File: config.mk
export PLATFORM = sky130hd
export DESIGN_NAME = cltd_detector
export DESIGN_NICKNAME = d
export VERILOG_FILES = /design/src/rtl/cltd_pkg.sv /design/src/rtl/cltd_detector.sv
export SDC_FILE = /design/constraint.sdc
export NUM_CORES = 1
export LEC_CHECK = 0
export ABC_AREA = 1
export BUFFER_PORTS_ARGS = -buffer_cell sky130_fd_sc_hd__buf_4
export CAP_MARGIN = 5
export CELL_PAD_IN_SITES_DETAIL_PLACEMENT = 0
export CELL_PAD_IN_SITES_GLOBAL_PLACEMENT = 1
export CORE_MARGIN = 10
export CORE_UTILIZATION = 46
export CTS_CLUSTER_SIZE = 8
export DETAILED_ROUTE_END_ITERATION = 16
export PLACE_DENSITY = 0.95
export SYNTH_ARGS = -nofsm -noshare
export SYNTH_HDL_FRONTEND = slang
export SYNTH_SLANG_ARGS = --single-unit
export TNS_END_PERCENT = 30
File: constraint.sdc
create_clock -name hclk -period 3.2 [get_ports hclk]
set_input_delay 0.16 -clock hclk [delete_from_list [all_inputs] [get_ports hclk]]
set_output_delay 0.16 -clock hclk [all_outputs]
set_load 0.01 [all_outputs]
File: src/rtl/cltd_pkg.sv
// constants and types of the channel level trigger detector
// assumes a 32-bit ahb-lite register bus and 6-bit signed samples
package cltd_pkg;
	// register byte addresses
	localparam logic [15:0] ADDR_SRC      = 16'h9C40;
	localparam logic [15:0] ADDR_MODE     = 16'h9D08;
	localparam logic [15:0] ADDR_UPPER    = 16'hA410;
	localparam logic [15:0] ADDR_LOWER    = 16'hA474;
	localparam logic [15:0] ADDR_PLEN     = 16'hABE0;
	localparam logic [15:0] ADDR_IRQ_STAT = 16'hB000;
	localparam logic [15:0] ADDR_IRQ_CLR  = 16'hB004;
	localparam logic [15:0] ADDR_IRQ_EN   = 16'hB008;
	localparam logic [15:0] ADDR_DET_STAT = 16'hB00C;
	localparam logic [15:0] ADDR_NONE     = 16'hFFFF;

	// source and mode codes
	localparam logic [31:0] SRC_CHANNEL     = 32'h0000_4E48;
	localparam logic [31:0] MODE_BOTH       = 32'h0000_272E;
	localparam logic [31:0] MODE_LONG_POS   = 32'h0000_2711;
	localparam logic [31:0] MODE_LONG_NEG   = 32'h0000_271B;
	localparam logic [31:0] MODE_SHORT_POS  = 32'h0000_2712;
	localparam logic [31:0] MODE_SHORT_NEG  = 32'h0000_271C;
	localparam logic [31:0] MODE_FLAT_POS   = 32'h0000_2713;

	// level format and limits
	localparam int                 LEVEL_W   = 6;
	localparam logic signed [31:0] LEVEL_MAX = 32'sh0000_001F;
	localparam logic signed [31:0] LEVEL_MIN = -32'sh0000_001F;

	// pulse length and reset values
	localparam int          PLEN_W     = 8;
	localparam logic [31:0] SRC_RESET  = 32'h0000_0000;
	localparam logic [31:0] MODE_RESET = 32'h0000_0000;
	localparam logic [7:0]  PLEN_RESET = 8'h02;

	// interrupt status layout
	localparam int IRQ_W        = 2;
	localparam int IRQ_TRIG_BIT = 0;
	localparam int IRQ_DROP_BIT = 1;

	// ahb encodings
	localparam logic [2:0] HSIZE_WORD = 3'h2;

	typedef enum logic [0:0] {
		ST_IDLE  = 1'b0,
		ST_COUNT = 1'b1
	} cltd_state_t;
endpackage

File: src/rtl/cltd_detector.sv
// channel 0 level trigger detector with ahb-lite register slave
// assumes samples arrive on hclk with a one-cycle sample_valid strobe
//
// The AHB-Lite register port was left to the implementer.
`timescale 1ns/1ps
module cltd_detector
	import cltd_pkg::*;
#(
	parameter int CNT_W = PLEN_W
)(
	input  wire logic                hclk,
	input  wire logic                hresetn,
	input  wire logic                hsel,
	input  wire logic [31:0]         haddr,
	input  wire logic [1:0]          htrans,
	input  wire logic                hwrite,
	input  wire logic [2:0]          hsize,
	input  wire logic [31:0]         hwdata,
	input  wire logic                hready,
	output logic      [31:0]         hrdata,
	output logic                     hreadyout,
	output logic                     hresp,
	input  wire logic                sample_valid,
	input  wire logic [LEVEL_W-1:0]  sample_data,
	output logic                     trig_event,
	output logic                     irq
);
	logic        [31:0]        src_q, src_d, mode_q, mode_d;
	logic signed [LEVEL_W-1:0] upper_q, upper_d, lower_q, lower_d;
	logic        [CNT_W-1:0]   plen_q, plen_d;
	logic        [IRQ_W-1:0]   istat_q, istat_d, ien_q, ien_d;
	logic        [31:0]        hrdata_q, hrdata_d;
	logic                      wr_q, wr_d;
	logic        [15:0]        addr_q, addr_d;
	logic                      cfg_wr;
	logic signed [LEVEL_W-1:0] smp, prev_q, prev_d;
	logic                      have_q, have_d;
	cltd_state_t               state_q, state_d;
	logic        [CNT_W-1:0]   cnt_q, cnt_d, cnt_inc;
	logic                      trig_q, trig_d, drop_q, drop_d;
	logic                      src_ok, run;
	logic                      rise_u, fall_u, rise_l, reach_u;
	logic                      start, stop, stop_fire, exp_fire, edge_fire;

	// saturate a written level so the most negative code never appears
	function automatic logic signed [LEVEL_W-1:0] clamp_level(
		input logic [31:0] w
	);
		logic signed [31:0] v;
		v = $signed(w);
		if (v > LEVEL_MAX)
			clamp_level = LEVEL_MAX[LEVEL_W-1:0];
		else if (v < LEVEL_MIN)
			clamp_level = LEVEL_MIN[LEVEL_W-1:0];
		else
			clamp_level = v[LEVEL_W-1:0];
	endfunction

	// zero-wait slave, always okay
	assign hreadyout = 1'b1;
	assign hresp     = 1'b0;
	assign hrdata    = hrdata_q;
	assign trig_event = trig_q;
	assign irq        = |(istat_q & ien_q);
	// mode or source changes abandon any measurement in flight
	assign cfg_wr = wr_q & ((addr_q == ADDR_MODE) | (addr_q == ADDR_SRC));

	// register file; reads other than ADDR_DET_STAT use next values so a read right after a write
	// of the same register already sees the new data
	always_comb
	begin
		wr_d     = 1'b0;
		addr_d   = addr_q;
		src_d    = src_q;
		mode_d   = mode_q;
		upper_d  = upper_q;
		lower_d  = lower_q;
		plen_d   = plen_q;
		ien_d    = ien_q;
		istat_d  = istat_q;
		hrdata_d = hrdata_q;
		if (wr_q)
		begin
			case (addr_q)
				ADDR_SRC:     src_d   = hwdata;
				ADDR_MODE:    mode_d  = hwdata;
				ADDR_UPPER:   upper_d = clamp_level(hwdata);
				ADDR_LOWER:   lower_d = clamp_level(hwdata);
				ADDR_PLEN:    plen_d  = hwdata[CNT_W-1:0];
				ADDR_IRQ_EN:  ien_d   = hwdata[IRQ_W-1:0];
				ADDR_IRQ_CLR: istat_d = istat_q & ~hwdata[IRQ_W-1:0];
				default:      istat_d = istat_q;
			endcase
		end
		// a new event in the clearing cycle survives the clear
		istat_d[IRQ_TRIG_BIT] = istat_d[IRQ_TRIG_BIT] | trig_q;
		istat_d[IRQ_DROP_BIT] = istat_d[IRQ_DROP_BIT] | drop_q;
		if (hready)
		begin
			hrdata_d = 32'h0000_0000;
			if (hsel & htrans[1])
			begin
				addr_d = (haddr[31:16] == 16'h0000) ? haddr[15:0]
					: ADDR_NONE;
				// sub-word writes are ignored
				wr_d = hwrite & (hsize == HSIZE_WORD);
				if (!hwrite)
				begin
					case (addr_d)
						ADDR_SRC:      hrdata_d = src_d;
						ADDR_MODE:     hrdata_d = mode_d;
						ADDR_UPPER:    hrdata_d = 32'(upper_d);
						ADDR_LOWER:    hrdata_d = 32'(lower_d);
						ADDR_PLEN:     hrdata_d = 32'(plen_d);
						ADDR_IRQ_STAT: hrdata_d = 32'(istat_d);
						ADDR_IRQ_EN:   hrdata_d = 32'(ien_d);
						// sized on purpose so a wider counter still fits
						ADDR_DET_STAT: hrdata_d = 32'({cnt_q, state_q,
							have_q});
						default:       hrdata_d = 32'h0000_0000;
					endcase
				end
			end
		end
	end

	always_ff @(posedge hclk or negedge hresetn)
	begin
		if (!hresetn)
		begin
			wr_q     <= 1'b0;
			addr_q   <= 16'h0000;
			src_q    <= SRC_RESET;
			mode_q   <= MODE_RESET;
			upper_q  <= '0;
			lower_q  <= '0;
			plen_q   <= CNT_W'(PLEN_RESET);
			ien_q    <= '0;
			istat_q  <= '0;
			hrdata_q <= 32'h0000_0000;
		end
		else
		begin
			wr_q     <= wr_d;
			addr_q   <= addr_d;
			src_q    <= src_d;
			mode_q   <= mode_d;
			upper_q  <= upper_d;
			lower_q  <= lower_d;
			plen_q   <= plen_d;
			ien_q    <= ien_d;
			istat_q  <= istat_d;
			hrdata_q <= hrdata_d;
		end
	end

	// crossing detection against the previous accepted sample
	assign smp     = $signed(sample_data);
	assign src_ok  = (src_q == SRC_CHANNEL);
	assign run     = sample_valid & src_ok & have_q & ~cfg_wr;
	assign rise_u  = (prev_q < upper_q) & (smp >= upper_q);
	assign fall_u  = (prev_q >= upper_q) & (smp < upper_q);
	assign rise_l  = (prev_q < lower_q) & (smp >= lower_q);
	assign reach_u = (smp >= upper_q);
	assign cnt_inc = cnt_q + CNT_W'(1);

	// detector: the mode picks start/stop events, one counter serves all
	always_comb
	begin
		start     = 1'b0;
		stop      = 1'b0;
		stop_fire = 1'b0;
		exp_fire  = 1'b0;
		edge_fire = 1'b0;
		state_d   = state_q;
		cnt_d     = cnt_q;
		trig_d    = 1'b0;
		drop_d    = 1'b0;
		prev_d    = prev_q;
		have_d    = have_q;
		case (mode_q)
			MODE_BOTH:      edge_fire = rise_u | fall_u;
			MODE_LONG_POS:
			begin
				start    = rise_u;
				stop     = fall_u;
				exp_fire = 1'b1;
			end
			MODE_LONG_NEG:
			begin
				start    = fall_u;
				stop     = rise_u;
				exp_fire = 1'b1;
			end
			MODE_SHORT_POS:
			begin
				start     = rise_u;
				stop      = fall_u;
				stop_fire = 1'b1;
			end
			MODE_SHORT_NEG:
			begin
				start     = fall_u;
				stop      = rise_u;
				stop_fire = 1'b1;
			end
			MODE_FLAT_POS:
			begin
				// a jump past both levels in one sample is already too steep
				start    = rise_l & ~reach_u;
				stop     = reach_u;
				exp_fire = 1'b1;
			end
			default:        start = 1'b0;
		endcase
		if (sample_valid & src_ok)
		begin
			prev_d = smp;
			have_d = 1'b1;
		end
		if (!src_ok | cfg_wr)
		begin
			state_d = ST_IDLE;
			cnt_d   = '0;
			have_d  = 1'b0;
		end
		else if (run)
		begin
			case (state_q)
				ST_IDLE:
				begin
					trig_d = edge_fire;
					if (start)
					begin
						state_d = ST_COUNT;
						cnt_d   = '0;
					end
				end
				ST_COUNT:
				begin
					// a crossing on the expiry sample takes priority
					if (stop)
					begin
						state_d = ST_IDLE;
						cnt_d   = '0;
						trig_d  = stop_fire;
						drop_d  = ~stop_fire;
					end
					else if (cnt_inc == plen_q)
					begin
						state_d = ST_IDLE;
						cnt_d   = '0;
						trig_d  = exp_fire;
						drop_d  = ~exp_fire;
					end
					else
						cnt_d = cnt_inc;
				end
				default: state_d = ST_IDLE;
			endcase
		end
	end

	always_ff @(posedge hclk or negedge hresetn)
	begin
		if (!hresetn)
		begin
			state_q <= ST_IDLE;
			cnt_q   <= '0;
			trig_q  <= 1'b0;
			drop_q  <= 1'b0;
			prev_q  <= '0;
			have_q  <= 1'b0;
		end
		else
		begin
			state_q <= state_d;
			cnt_q   <= cnt_d;
			trig_q  <= trig_d;
			drop_q  <= drop_d;
			prev_q  <= prev_d;
			have_q  <= have_d;
		end
	end

	logic live, side_chg, longm, shortm;
	assign live     = sample_valid & src_ok & have_q & ~cfg_wr;
	assign side_chg = (prev_q < upper_q) != (smp < upper_q);
	assign longm    = (mode_q == MODE_LONG_POS) | (mode_q == MODE_LONG_NEG);
	assign shortm   = (mode_q == MODE_SHORT_POS) | (mode_q == MODE_SHORT_NEG);
endmodule

-- Word-level counts from Yosys, hierarchy flattened
Cells that the tools add are included.
- add/sub/neg operators: 1
- $lt $le $gt $ge: 8
- equality and inequality tests: 25
- mux-type cells: 51
- bitwise logic cells: 23
- reduce and logical (&&, ||, !) cells: 11
- operator list (operator ; count):
    case mux 32 bit (8 select lines) ; 1
    equality test 16 bit, second input constant ; 15
    equality test 32 x 14 -> 1 bit, second input constant ; 6
    two-way mux 32 bit ; 6
    two-way mux 8 bit ; 7
    two-way mux 6 bit ; 6
    equality test 32 x 15 -> 1 bit, second input constant ; 1
    greater-than comparator 32 x 6 -> 1 bit, second input constant ; 1
    less-than comparator 32 x 6 -> 1 bit, second input constant ; 1
    two-way mux 1 bit ; 21
    greater-or-equal comparator 6 bit ; 3
    less-than comparator 6 bit ; 3
    logical NOT 16 bit ; 1
    two-way mux 16 bit ; 1
    case mux 8 bit (2 select lines) ; 1
    AND 1 bit ; 10
    adder 8 x 1 -> 8 bit, second input constant ; 1
    equality test 8 bit ; 1
    two-way mux 2 bit ; 4
    OR reduction 2 bit ; 4
    case mux 1 bit (3 select lines) ; 2
    NOT 1 bit ; 5
    OR 1 bit ; 5
    AND 2 bit ; 2
    other kinds (8) ; 11
- flip-flop bits (word level): 155
- input bits: 81
- output and inout port bits: 36
- word-level logic and storage cells: 135

-- Logic depth before layout (Yosys ltp)
Gate-level depths: netlist of the first run.
- depth in word-level cells: 9
- mapped depth: 16
- gate-level depth less buffers: 16

-- Least setup slack after synthesis of the first run
Ideal clock, no wire load.
- path type: register to register
- start: register prev_q[5]
- end: register cnt_q[3]
- library setup time: 0.083 ns
- data arrival time: 1.931 ns
- required time: 3.117 ns
- path slack: 1.186 ns
- stages on the path, launching flop included: 15
- path buffers: 0
- period minus slack after synthesis: 2.014 ns
- cell sequence: dfrtp_1 -> ha_1 -> nand2_1 -> nor2_1 -> o21ai_0 -> nand3_1 -> nand2_1 -> and2_1 -> nand3_1 -> nand2_1 -> nor2_1 -> nand2_1 -> nor2_1 -> nand2_1 -> o21ai_0
- cells in the longest elaborated chain, start to end: 7
- elaborated cells between the ends (all ways): 15
- those cells by class: 3 x order compare; 1 x eq/ne; 6 x mux; 4 x bitwise; 1 x reduce/logical
- RTL lines (item ; RTL line ; source):
    start: declaration ; cltd_detector.sv:36 ; logic signed [LEVEL_W-1:0] smp, prev_q, prev_d;
    start signal: assignment ; cltd_detector.sv:281 ; prev_q <= prev_d;
    less-than comparator 6 bit or greater-or-equal comparator 6 bit (tied branches) ; -- ;
    AND 1 bit, on equally long branches ; cltd_detector.sv:161, cltd_detector.sv:162 ;
    case mux 1 bit (3 select lines) ; cltd_detector.sv:181 ; case (mode_q)
    two-way mux 8 bit ; cltd_detector.sv:242 ; if (stop)
    case mux 8 bit (2 select lines) ; cltd_detector.sv:229 ; case (state_q)
    two-way mux 8 bit ; cltd_detector.sv:227 ; else if (run)
    two-way mux 8 bit ; cltd_detector.sv:221 ; if (!src_ok | cfg_wr)
    end signal: assignment ; cltd_detector.sv:278 ; cnt_q <= cnt_d;
    end: declaration ; cltd_detector.sv:39 ; logic [CNT_W-1:0] cnt_q, cnt_d, cnt_inc;
Several ways; a longest one is shown, not always the timed one. The select of a mux whose other input is x is not followed.
A chain may end at the register's enable or synchronous reset.

-- Worst setup path in the final report of the first run
- start: register addr_q[14]
- end: register hrdata_q[13] (netlist: hrdata[13])
- cells in the longest elaborated chain, start to end: 6
- elaborated cells between the ends (all ways): 15
- those cells by class: 4 x eq/ne; 11 x mux
- RTL lines (item ; RTL line ; source):
    start: declaration ; cltd_detector.sv:34 ; logic [15:0] addr_q, addr_d;
    start signal: assignment ; cltd_detector.sv:145 ; addr_q <= addr_d;
    equality test 16 bit ; cltd_detector.sv:84 ; case (addr_q)
    two-way mux 6 bit ; cltd_detector.sv:84 ;
    two-way mux 6 bit ; cltd_detector.sv:82 ; if (wr_q)
    via upper_d[5] ; cltd_detector.sv:29 ; logic signed [LEVEL_W-1:0] upper_q, upper_d, lower_q, lower_d;
    case mux 32 bit (8 select lines) ; cltd_detector.sv:109 ; case (addr_d)
    two-way mux 32 bit ; cltd_detector.sv:107 ; if (!hwrite)
    two-way mux 32 bit ; cltd_detector.sv:101 ; if (hsel & htrans[1])
    end signal: assignment ; cltd_detector.sv:153 ; hrdata_q <= hrdata_d;
    end: declaration ; cltd_detector.sv:32 ; logic [31:0] hrdata_q, hrdata_d;
The timed path passes the listed nets, and every way through them passes these cells.

==> impl_metrics.csv, run 1 <==
group,metric,value,unit
outcome,status,"finished, final reports clean",
place,dp_hpwl,19800,um
route,vias,8703,
sta,setup_violations,0,
critical_path,arrival,2.90,ns
worst_hold_path,hold_start,"haddr[11]",
sta,relSlewSlack,0.2457,
critical_path,reg2reg_slack,0.62,ns
clocking,insertion_delay,0.44,ns
route,post_drt_wl_per_cell,15.88,um
sta,clock_skew,0.01186,ns
logic_synthesis,netlist_area,9080,um^2
critical_path,crit_path_cell_trace,"nor2_2, nand2_1, nor3_1, nand3_1, nor2_1, a21oi_1, nand2_1, nand2_1, inv_2, nand3_1, nand2_1, nand2_1",
global_route,grt_max_degree,74,
sta,fmax,387.5,MHz
logic_synthesis,yosysUniqueCellTypes,44,
global_route,track_usage,0.2085,
critical_path,startpoint,"addr_q[14]",
logic_synthesis,ys_warn_count,0,
critical_path,cpLargestDelayFamily,"simple AND/OR/NAND/NOR gates",
clocking,clk_pin_slew,0.07,ns
critical_path,start_kind,"flip-flop",
critical_path,worstPathRequired,3.52,ns
floorplan,coreArea,19460,um^2
floorplan,ios,117,
sta,final.setup.tns,0,ns
route,viasPerCell,5.218,
sta,hold_slack,0.02486,ns
logic_synthesis,synthCells,1271,
critical_path,path_buf_inv,1,
critical_path,critPathMaxStageDelay,0.43,ns
logic_synthesis,avgSynthCellArea,7.144,um^2
sta,slew_violations,0,
floorplan,start_util,0.4665,
logic_synthesis,synth_nets,1376,
sta,min_period,2.581,ns
sta,tightest_slew,1.130,ns
pwr,power.density,404.6,nW/um^2
place,place.gp.congestion,0.9190,
run,drv_cap,0,
floorplan,die_x,160.5,um
clocking,cts.repair.resized,0,
sta,fin_crit_sh,0.8064,
cells_and_area,layout-drive-gt1-share,0.1361,
worst_hold_path,min_to,"addr_q[11]",
clocking,cts_max_level,4,
clocking,cts_buffers,17,
global_route,grt_pass1_wl,44370,um
cells_and_area,layout_common_cells,"nand2_1, dfrtp_1, inv_1, nand3_1, nor2_1",
clocking,root_buffer,"clkbuf_16",
logic_synthesis,synth_edf_count,0,
route,drt_first_pass_iters,5,
pwr,peakVddDrop,370.0,uV
pwr,leakage,5.755,nW
cells_and_area,fillCellCount,1880,
floorplan,die_y,160.5,um
logic_synthesis,async_reset_ff_frac,1.000,
critical_path,critPathKind,"flip-flop to flip-flop",
cells_and_area,num-nets-final,1495,
worst_hold_path,holdPathStages,3,
cells_and_area,areaGrowthSynthToFinish,20.20,%
floorplan,rows,51,
worst_hold_path,hold_path_class,"input pin to flip-flop",
cells_and_area,layout_commonest_cell,"nand2_1",
clocking,cts_buffer_depth,2,
critical_path,cp_max_fo,27,
sta,grt_setup_unrepaired,"false",
route,routed_wl,26490,um
place,io_buffers,113,
critical_path,reg2reg_from,"addr_q[14]",
sta,hold_viol_final,0,
cells_and_area,multiInputGateArea,4462,um^2
critical_path,end_kind,"flip-flop",
route,drc,0,
logic_synthesis,ys_seq_area_frac,0.4273,
route,ant_nets,0,
floorplan,die_area,25760,um^2
global_route,antenna_found_initial,0,
clocking,cts_tree,"yes",
critical_path,r2r_cells,12,
clocking,cts.sink_count,155,
logic_synthesis,ys_ff_latch,155,
critical_path,crit_top_cell,"nand2_1",
critical_path,critPathSlowestCell,"inv_2",
global_route,globalRouteOverflowTotal,0,
critical_path,r2r_end,"hrdata[13]",
global_route,first_global_vias,8789,
logic_synthesis,synth_ff_type,"dfrtp_1",
cells_and_area,antenna_cells,0,
cells_and_area,seqCellArea,3880,um^2
route,drt_iter0_drc,661,
-- final cells by class --
cell class	instances	area share
Sequential cell	155	0.3555
Inverter	144	0.04964
Clock buffer	17	0.03898
Tap cell	265	0.03038
Multi-Input combinational cell	934	0.4088
Clock inverter	15	0.01777
Timing Repair Buffer	138	0.09893
-- cell usage after synthesis (all sizes together), types with 5 or more instances --
| cell type | count | area share |
|---|---|---|
| a21oi | 13 | 0.0072 |
| mux2 | 5 | 0.0062 |
| clkbuf | 20 | 0.0083 |
| nor4 | 8 | 0.0055 |
| inv | 143 | 0.059 |
| nor2 | 146 | 0.070 |
| o21ai | 94 | 0.052 |
| nand4 | 40 | 0.028 |
| ha | 24 | 0.033 |
| nand3 | 142 | 0.078 |
| buf | 18 | 0.014 |
| o21a | 7 | 0.0058 |
| nor3 | 16 | 0.0094 |
| dfrtp | 154 | 0.42 |
| nand2 | 404 | 0.17 |
-- flip-flops by register name (all words and copies together) (netlist names) --
register,flops
istat_q,2
trig_event,1
addr_q,16
ien_q,2
plen_q,8
lower_q,6
state_q,1
upper_q,6
src_q,32
wr_q,1
have_q,1
drop_q,1
prev_q,6
cnt_q,8
mode_q,32
hrdata,32
-- metal layers --
layer  wire [um]  track usage  part of all wire  vias up
met2       12270       0.3297              0.46      291
li1            -            -                 -     4346
met5           0            0                 0        -
met4         696      0.07429             0.026        0
met1       12120       0.2833              0.46     4029
met3        1401      0.03246             0.053       37
-- worst max-delay path by stage --
stage / end / slack [ns] / depth (start not counted)
2_1_floorplan: cnt_q[3] / 1.19 / 14
3_3_place_gp: hrdata[30] / 0.68 / 12
3_5_place_dp: hrdata[23] / 0.63 / 15
4_1_cts: hrdata[13] / 0.66 / 12
5_1_grt: hrdata[13] / 0.40 / 12
6_report: hrdata[13] / 0.62 / 12
-- power by group --
part           leakage [nW]  switching, W  total, W  internal [W]
sequential             1.74     0.0000191   0.00200       0.00198
clock                 0.299      0.000976   0.00211       0.00113
combinational          3.72      0.000189  0.000309      0.000121
-- worst register-to-register path, stage by stage (launching register included) --
cell     delay [ns]
dfrtp_1        0.39
nor2_2         0.19
nand2_1        0.12
nor3_1         0.23
nand3_1        0.31
nor2_1         0.17
a21oi_1        0.07
nand2_1        0.09
nand2_1        0.09
inv_2          0.43
nand3_1        0.19
nand2_1        0.12
nand2_1        0.06
-- through the flow --
step                std cells  cell area [um^2]  power, W  setup slack [ns]    util
detailed placement       1625             10180  0.002337            0.6261  0.5233
global route             1668             10910  0.004586            0.3961  0.5608
finish                   1668             10910  0.004416            0.6194  0.5608
floorplan                1271              9080  0.002159             1.186       -
global placement         1625             10180  0.002332            0.6848  0.5233
CTS                      1668             10910  0.004447            0.6644  0.5608
-- repair_timing --
item                      4_1_cts  5_1_grt
hold buffers                   11        0
hold endpoints to repair       55        0
buffers inserted                0        0
-- cells by family after synthesis --
| family | after synthesis | share of synthesized area |
|---|---|---|
| mux | 5 | 0.006200 |
| buf+inv | 182 | 0.08185 |
| fa+ha+maj | 24 | 0.03307 |
| flops | 155 | 0.4273 |
| xor+xnor | 6 | 0.005787 |
| simple gates | 769 | 0.3683 |
| other cells | 2 | 0.0008271 |
| compound gates | 128 | 0.07662 |
(Power assumes the default switching activity.)
==> run 2: changes to the inputs <==
--- a/config.mk
+++ b/config.mk
@@ -11,10 +11,10 @@
 export CELL_PAD_IN_SITES_DETAIL_PLACEMENT = 0
 export CELL_PAD_IN_SITES_GLOBAL_PLACEMENT = 1
 export CORE_MARGIN = 10
-export CORE_UTILIZATION = 46
+export CORE_UTILIZATION = 42
 export CTS_CLUSTER_SIZE = 8
 export DETAILED_ROUTE_END_ITERATION = 16
-export PLACE_DENSITY = 0.95
+export PLACE_DENSITY = 0.91
 export SYNTH_ARGS = -nofsm -noshare
 export SYNTH_HDL_FRONTEND = slang
 export SYNTH_SLANG_ARGS = --single-unit
==> constraint.sdc (replaced) <==
create_clock -name hclk -period 2.5 [get_ports hclk]
set_input_delay 0.125 -clock hclk [delete_from_list [all_inputs] [get_ports hclk]]
set_output_delay 0.125 -clock hclk [all_outputs]
set_load 0.01 [all_outputs]
==> run 2 against run 1 <==
Via count rose by 1.1%; core utilization shrank 3.3 points; highest routed layer unchanged; power up 26%; sequential power grew 28%; routed wire length increased by 1.2%; maximum frequency grew 14%; flip-flop and latch count is the same.
==> impl_metrics.csv, run 2 (synthesized netlist as in run 1, its figures left out) <==
group,metric,value,unit
global_route,track_usage,0.1928,
route,ant_nets,0,
clocking,root_buffer,"clkbuf_16",
cells_and_area,seqCellArea,3880,um^2
clocking,cts.sink_count,155,
cells_and_area,antenna_cells,0,
sta,fmax,439.8,MHz
clocking,insertion_delay,0.45,ns
route,drt_first_pass_iters,5,
pwr,power,0.005579,W
pwr,p_sw_frac,0.2765,
floorplan,die_x,167.0,um
pwr,power.density,499.8,nW/um^2
cells_and_area,layout_commonest_cell,"nand2_1",
critical_path,worstPathRequired,2.84,ns
sta,fin_ws,0.2264,ns
sta,clock_skew,0.01442,ns
cells_and_area,multiInputGateArea,4483,um^2
sta,min_period,2.274,ns
critical_path,start_kind,"flip-flop",
sta,relSlewSlack,0.4889,
route,viasPerCell,5.165,
cells_and_area,num-nets-final,1521,
cells_and_area,areaGrowthSynthToFinish,22.94,%
run,drv_cap,0,
cells_and_area,fillCellCount,2069,
clocking,cts_buffer_depth,2,
critical_path,critPathKind,"flip-flop to flip-flop",
place,place_area,10390,um^2
pwr,p_switching,0.001542,W
global_route,globalRouteOverflowTotal,0,
sta,fin_crit_sh,0.9094,
critical_path,reg2reg_slack,0.23,ns
place,place_inst,1656,
floorplan,start_util,0.4292,
outcome,status,"finished, final reports clean",
place,dp_slack,0.1248,ns
global_route,grt_max_degree,76,
pwr,p_int,0.004037,W
pwr,p_seq_frac,0.459,
cells_and_area,layout-drive-gt1-share,0.1512,
clocking,cts_buffers,17,
global_route,grt_pass1_wl,44380,um
place,dp_hpwl,20160,um
route,drt_iter0_drc,714,
place,place.gp.congestion,0.9186,
critical_path,arrival,2.61,ns
place,io_buffers,113,
global_route,first_global_vias,8720,
cells_and_area,fin_area,11160,um^2
critical_path,end_kind,"flip-flop",
critical_path,cp_max_fo,11,
pwr,peakVddDrop,466.1,uV
global_route,antenna_found_initial,0,
sta,final.setup.tns,0,ns
cells_and_area,layout_common_cells,"nand2_1, dfrtp_1, buf_4",
sta,tightest_slew,0.7666,ns
floorplan,die_y,167.0,um
sta,grt_setup_unrepaired,"true",
clocking,cts_max_level,4,
sta,slew_violations,0,
pwr,clkPwrFrac,0.467,
floorplan,rows,53,
route,post_drt_wl_per_cell,15.73,um
floorplan,ios,117,
clocking,clk_pin_slew,0.07,ns
route,drc,0,
route,vias,8802,
pwr,leakage,5.890,nW
floorplan,coreArea,21150,um^2
sta,setup_violations,0,
route,routed_wl,26800,um
sta,hold_viol_final,0,
floorplan,die_area,27900,um^2
worst_hold_path,hold_path_class,"input pin to flip-flop",
clocking,cts_tree,"yes",
pwr,p_comb_frac,0.074,
cells_and_area,stdcell_count,1704,
-- run 2: cell count changes in the layout (fill, tap and decap cells not counted), sizes merged --
| cell | change |
|---|---|
| buf | +21 |
| bufinv | -1 |
| dlygate4sd3 | +5 |
| inv | +1 |
| clkinvlp | +1 |
| clkinv | -1 |
-- run 2: power groups by stage --
stage	clock [W]	combinational, W	sequential [W]
final	0.00260	0.000413	0.00256
after global routing	0.00276	0.000466	0.00257
after CTS	0.00265	0.000413	0.00256
after detailed placement	0	0.000391	0.00261
after global placement	0	0.000385	0.00261
after floorplan	0	0.000160	0.00260
-- run 2: per-layer routing --
layer	vias up	global-route usage	wire length (um)
met5	-	0	0
met4	0	0.06262	555
met3	47	0.03577	1358
met2	240	0.3088	12480
met1	4120	0.2563	12400
li1	4395	-	-
-- run 2: area by class of cell --
type	instances	share of cell area
clock buffer	17	0.03811
inverter	144	0.04876
sequential	155	0.3476
multi-input combinational	934	0.4016
clock inverter	15	0.01446
tap	275	0.03082
timing repair buffer	164	0.1187
-- run 2: worst paths after layout --
| kind | to | cells after the start | start |
|---|---|---|---|
| worst min register to register | hrdata[3] | 2 | hrdata[3] |
| worst min-delay path | src_q[0] | 3 | hwdata[0] |
| max in group asynchronous | cnt_q[3] | 3 | hresetn |
| worst max-delay path | hrdata[4] | 12 | addr_q[14] |
| worst max register to register | hrdata[4] | 12 | addr_q[14] |
| min in group asynchronous | hrdata[25] | 2 | hresetn |
-- run 2: critical path: stages (launching register included) --
cell	delay, ns
dfrtp_1	0.39
nor2_2	0.18
nand3_1	0.19
nor2_1	0.19
nand3_2	0.26
buf_4	0.27
nand2_1	0.06
o21a_1	0.13
nor2_1	0.05
nor2_1	0.18
nand4_1	0.14
nand2_1	0.09
nand2_1	0.04
-- run 2: what timing repair did --
action	4_1_cts	5_1_grt
endpoints found under the setup margin	0	37
buffers inserted	0	0
hold buffers	16	0
gates resized for setup	0	10
hold endpoints to repair	85	0
-- run 2: stage by stage --
| stage | hold WS [ns] | utilization |
|---|---|---|
| after floorplan | -0.1706 | - |
| after global placement | 0.2171 | 0.4913 |
| after detailed placement | 0.2210 | 0.4913 |
| after CTS | 0.004553 | 0.5266 |
| after global routing | 0.005663 | 0.5277 |
| final | 0.01602 | 0.5277 |
==> run 3: changes to the inputs <==
--- a/config.mk
+++ b/config.mk
@@ -11,10 +11,10 @@
 export CELL_PAD_IN_SITES_DETAIL_PLACEMENT = 0
 export CELL_PAD_IN_SITES_GLOBAL_PLACEMENT = 1
 export CORE_MARGIN = 10
-export CORE_UTILIZATION = 42
+export CORE_UTILIZATION = 46
 export CTS_CLUSTER_SIZE = 8
 export DETAILED_ROUTE_END_ITERATION = 16
-export PLACE_DENSITY = 0.91
+export PLACE_DENSITY = 0.95
 export SYNTH_ARGS = -nofsm -noshare
 export SYNTH_HDL_FRONTEND = slang
 export SYNTH_SLANG_ARGS = --single-unit
==> constraint.sdc (replaced) <==
create_clock -name hclk -period 2.8 [get_ports hclk]
set_input_delay 0.14 -clock hclk [delete_from_list [all_inputs] [get_ports hclk]]
set_output_delay 0.14 -clock hclk [all_outputs]
set_load 0.01 [all_outputs]
==> run 3 against run 2 <==
Sequential share of layout area rose by 0.41 points; cell count is 1.6% lower; count of clock-buffer cells in the layout did not move; critical path depth rose by 2; via count fell by 2.0%; clock power shrank 7%; largest cell class unchanged; highest routed layer unchanged; global-route usage is 1.0 points higher.
==> impl_metrics.csv, run 3 (synthesized netlist as in run 1, its figures left out) <==
group,metric,value,unit
clocking,clk_pin_slew,0.08,ns
place,place.gp.congestion,0.9244,
pwr,leakage,5.817,nW
global_route,track_usage,0.2030,
critical_path,reg2reg_slack,0.29,ns
clocking,post_cts_buffers,0,
floorplan,die_y,160.5,um
route,post_drt_wl_per_cell,15.51,um
route,viasPerCell,5.144,
pwr,peakVddDrop,485.9,uV
route,routed_wl,26020,um
sta,fmax,398.0,MHz
global_route,first_global_vias,8556,
global_route,globalRouteOverflowTotal,0,
floorplan,start_util,0.4665,
clocking,cts.sink_count,155,
critical_path,critPathSlowestCell,"dfrtp_1",
sta,final.setup.tns,0,ns
sta,grt_setup_unrepaired,"false",
clocking,cts_buffers,17,
clocking,cts_tree,"yes",
sta,hold_slack,0.01444,ns
worst_hold_path,hold_path_class,"input pin to flip-flop",
sta,hold_viol_final,0,
cells_and_area,multiInputGateArea,4462,um^2
route,drt_first_pass_iters,8,
cells_and_area,fillCellCount,1873,
place,dp_hpwl,19570,um
cells_and_area,num-nets-final,1504,
global_route,antenna_found_initial,0,
floorplan,rows,51,
route,drt_iter0_drc,685,
sta,clock_skew,0.007702,ns
critical_path,crit_top_cell,"nand2_1",
critical_path,end_kind,"flip-flop",
route,drc,0,
sta,tightest_slew,0.6247,ns
critical_path,critPathMaxStageDelay,0.38,ns
floorplan,die_area,25760,um^2
cells_and_area,final_util,0.5669,
clocking,cts.repair.resized,0,
critical_path,path_buf_inv,2,
cells_and_area,antenna_cells,0,
critical_path,start_kind,"flip-flop",
clocking,insertion_delay,0.43,ns
global_route,grt_max_degree,56,
place,io_buffers,113,
sta,slew_violations,0,
clocking,cts_buffer_depth,2,
clocking,root_buffer,"clkbuf_16",
critical_path,worstPathRequired,3.13,ns
run,drv_cap,0,
sta,setup_violations,0,
route,vias,8626,
route,ant_nets,0,
cells_and_area,layout-drive-gt1-share,0.1416,
floorplan,ios,117,
floorplan,die_x,160.5,um
critical_path,critPathKind,"flip-flop to flip-flop",
sta,fin_crit_sh,0.8973,
outcome,status,"finished, final reports clean",
critical_path,cpLargestDelayFamily,"simple AND/OR/NAND/NOR gates",
pwr,power.density,458.0,nW/um^2
critical_path,cp_max_fo,8,
pwr,power,0.005053,W
global_route,grt_pass1_wl,43240,um
floorplan,coreArea,19460,um^2
cells_and_area,layout_common_cells,"nand2_1, dfrtp_1, inv_1, nand3_1, nor2_1",
critical_path,crit_path_cell_trace,"nor2_1, nand2_1, nor2_1, nor2b_1, buf_4, nand2_1, nand2_1, nand3_1, nand4_1, nand2_1, nand2_1, nand2_1, nand2_1, inv_1",
place,dp_slack,0.3541,ns
cells_and_area,layout_commonest_cell,"nand2_1",
critical_path,arrival,2.84,ns
sta,min_period,2.512,ns
clocking,cts_max_level,4,
cells_and_area,seqCellArea,3880,um^2
cells_and_area,areaGrowthSynthToFinish,21.51,%
sta,fin_ws,0.2876,ns
clocking,cts-hold-fix-buffers,11,
sta,relSlewSlack,0.5831,
-- run 3: cell count changes in the layout (fill, tap and decap cells not counted), moves of 2 or more --
| cell | delta |
|---|---|
| buf_4 | -13 |
| o21ai_0 | +3 |
| clkinvlp_4 | -2 |
| o21ai_1 | -3 |
| dlygate4sd3_1 | -5 |
| inv_6 | -2 |
| nor2_2 | -2 |
| nor2_1 | +2 |
-- run 3: worst paths after layout --
kind / from / to / cells after the start
hold reg to reg: hrdata[0] / hrdata[0] / 2
setup / recovery: mode_q[22] / cnt_q[0] / 14
min in group asynchronous: hresetn / prev_q[0] / 2
setup reg to reg: mode_q[22] / cnt_q[0] / 14
max in group asynchronous: hresetn / src_q[4] / 3
hold / removal: haddr[11] / addr_q[11] / 3
-- run 3: metrics by stage --
| step | cell area (um^2) | instances |
|---|---|---|
| 4_1_cts | 11030 | 1677 |
| 6_report | 11030 | 1677 |
| 2_1_floorplan | 9080 | 1271 |
| 3_5_place_dp | 10300 | 1634 |
| 5_1_grt | 11030 | 1677 |
| 3_3_place_gp | 10300 | 1634 |
-- run 3: power breakdown --
group	leakage [nW]	switching, W	internal (W)	total, W
logic	3.78	0.000214	0.000139	0.000353
clock network	0.303	0.00112	0.00130	0.00241
registers	1.74	0.0000232	0.00226	0.00229
-- run 3: layout make-up --
type | instances | area share
inverters | 144 | 0.04910
repair buffers | 147 | 0.1085
clock inverters | 15 | 0.01769
multi-input cells | 934 | 0.4044
flip-flops and latches | 155 | 0.3517
well taps | 265 | 0.03005
clock buffers | 17 | 0.03856
-- run 3: per-layer routing --
layer  up-vias  part of all wire  global-route usage
met4         0             0.019             0.05843
met5         -                 0                   0
met3        29             0.052             0.03911
met2       245              0.47              0.3250
met1      3985              0.46              0.2730
li1       4367                 -                   -
-- run 3: worst reg2reg max path: stages (launching register included) --
cell     delay, ns
dfrtp_1       0.38
nor2_1        0.13
nand2_1       0.09
nor2_1        0.34
nor2b_1       0.37
buf_4         0.21
nand2_1       0.07
nand2_1       0.09
nand3_1       0.07
nand4_1       0.09
nand2_1       0.20
nand2_1       0.21
nand2_1       0.07
nand2_1       0.05
inv_1         0.03
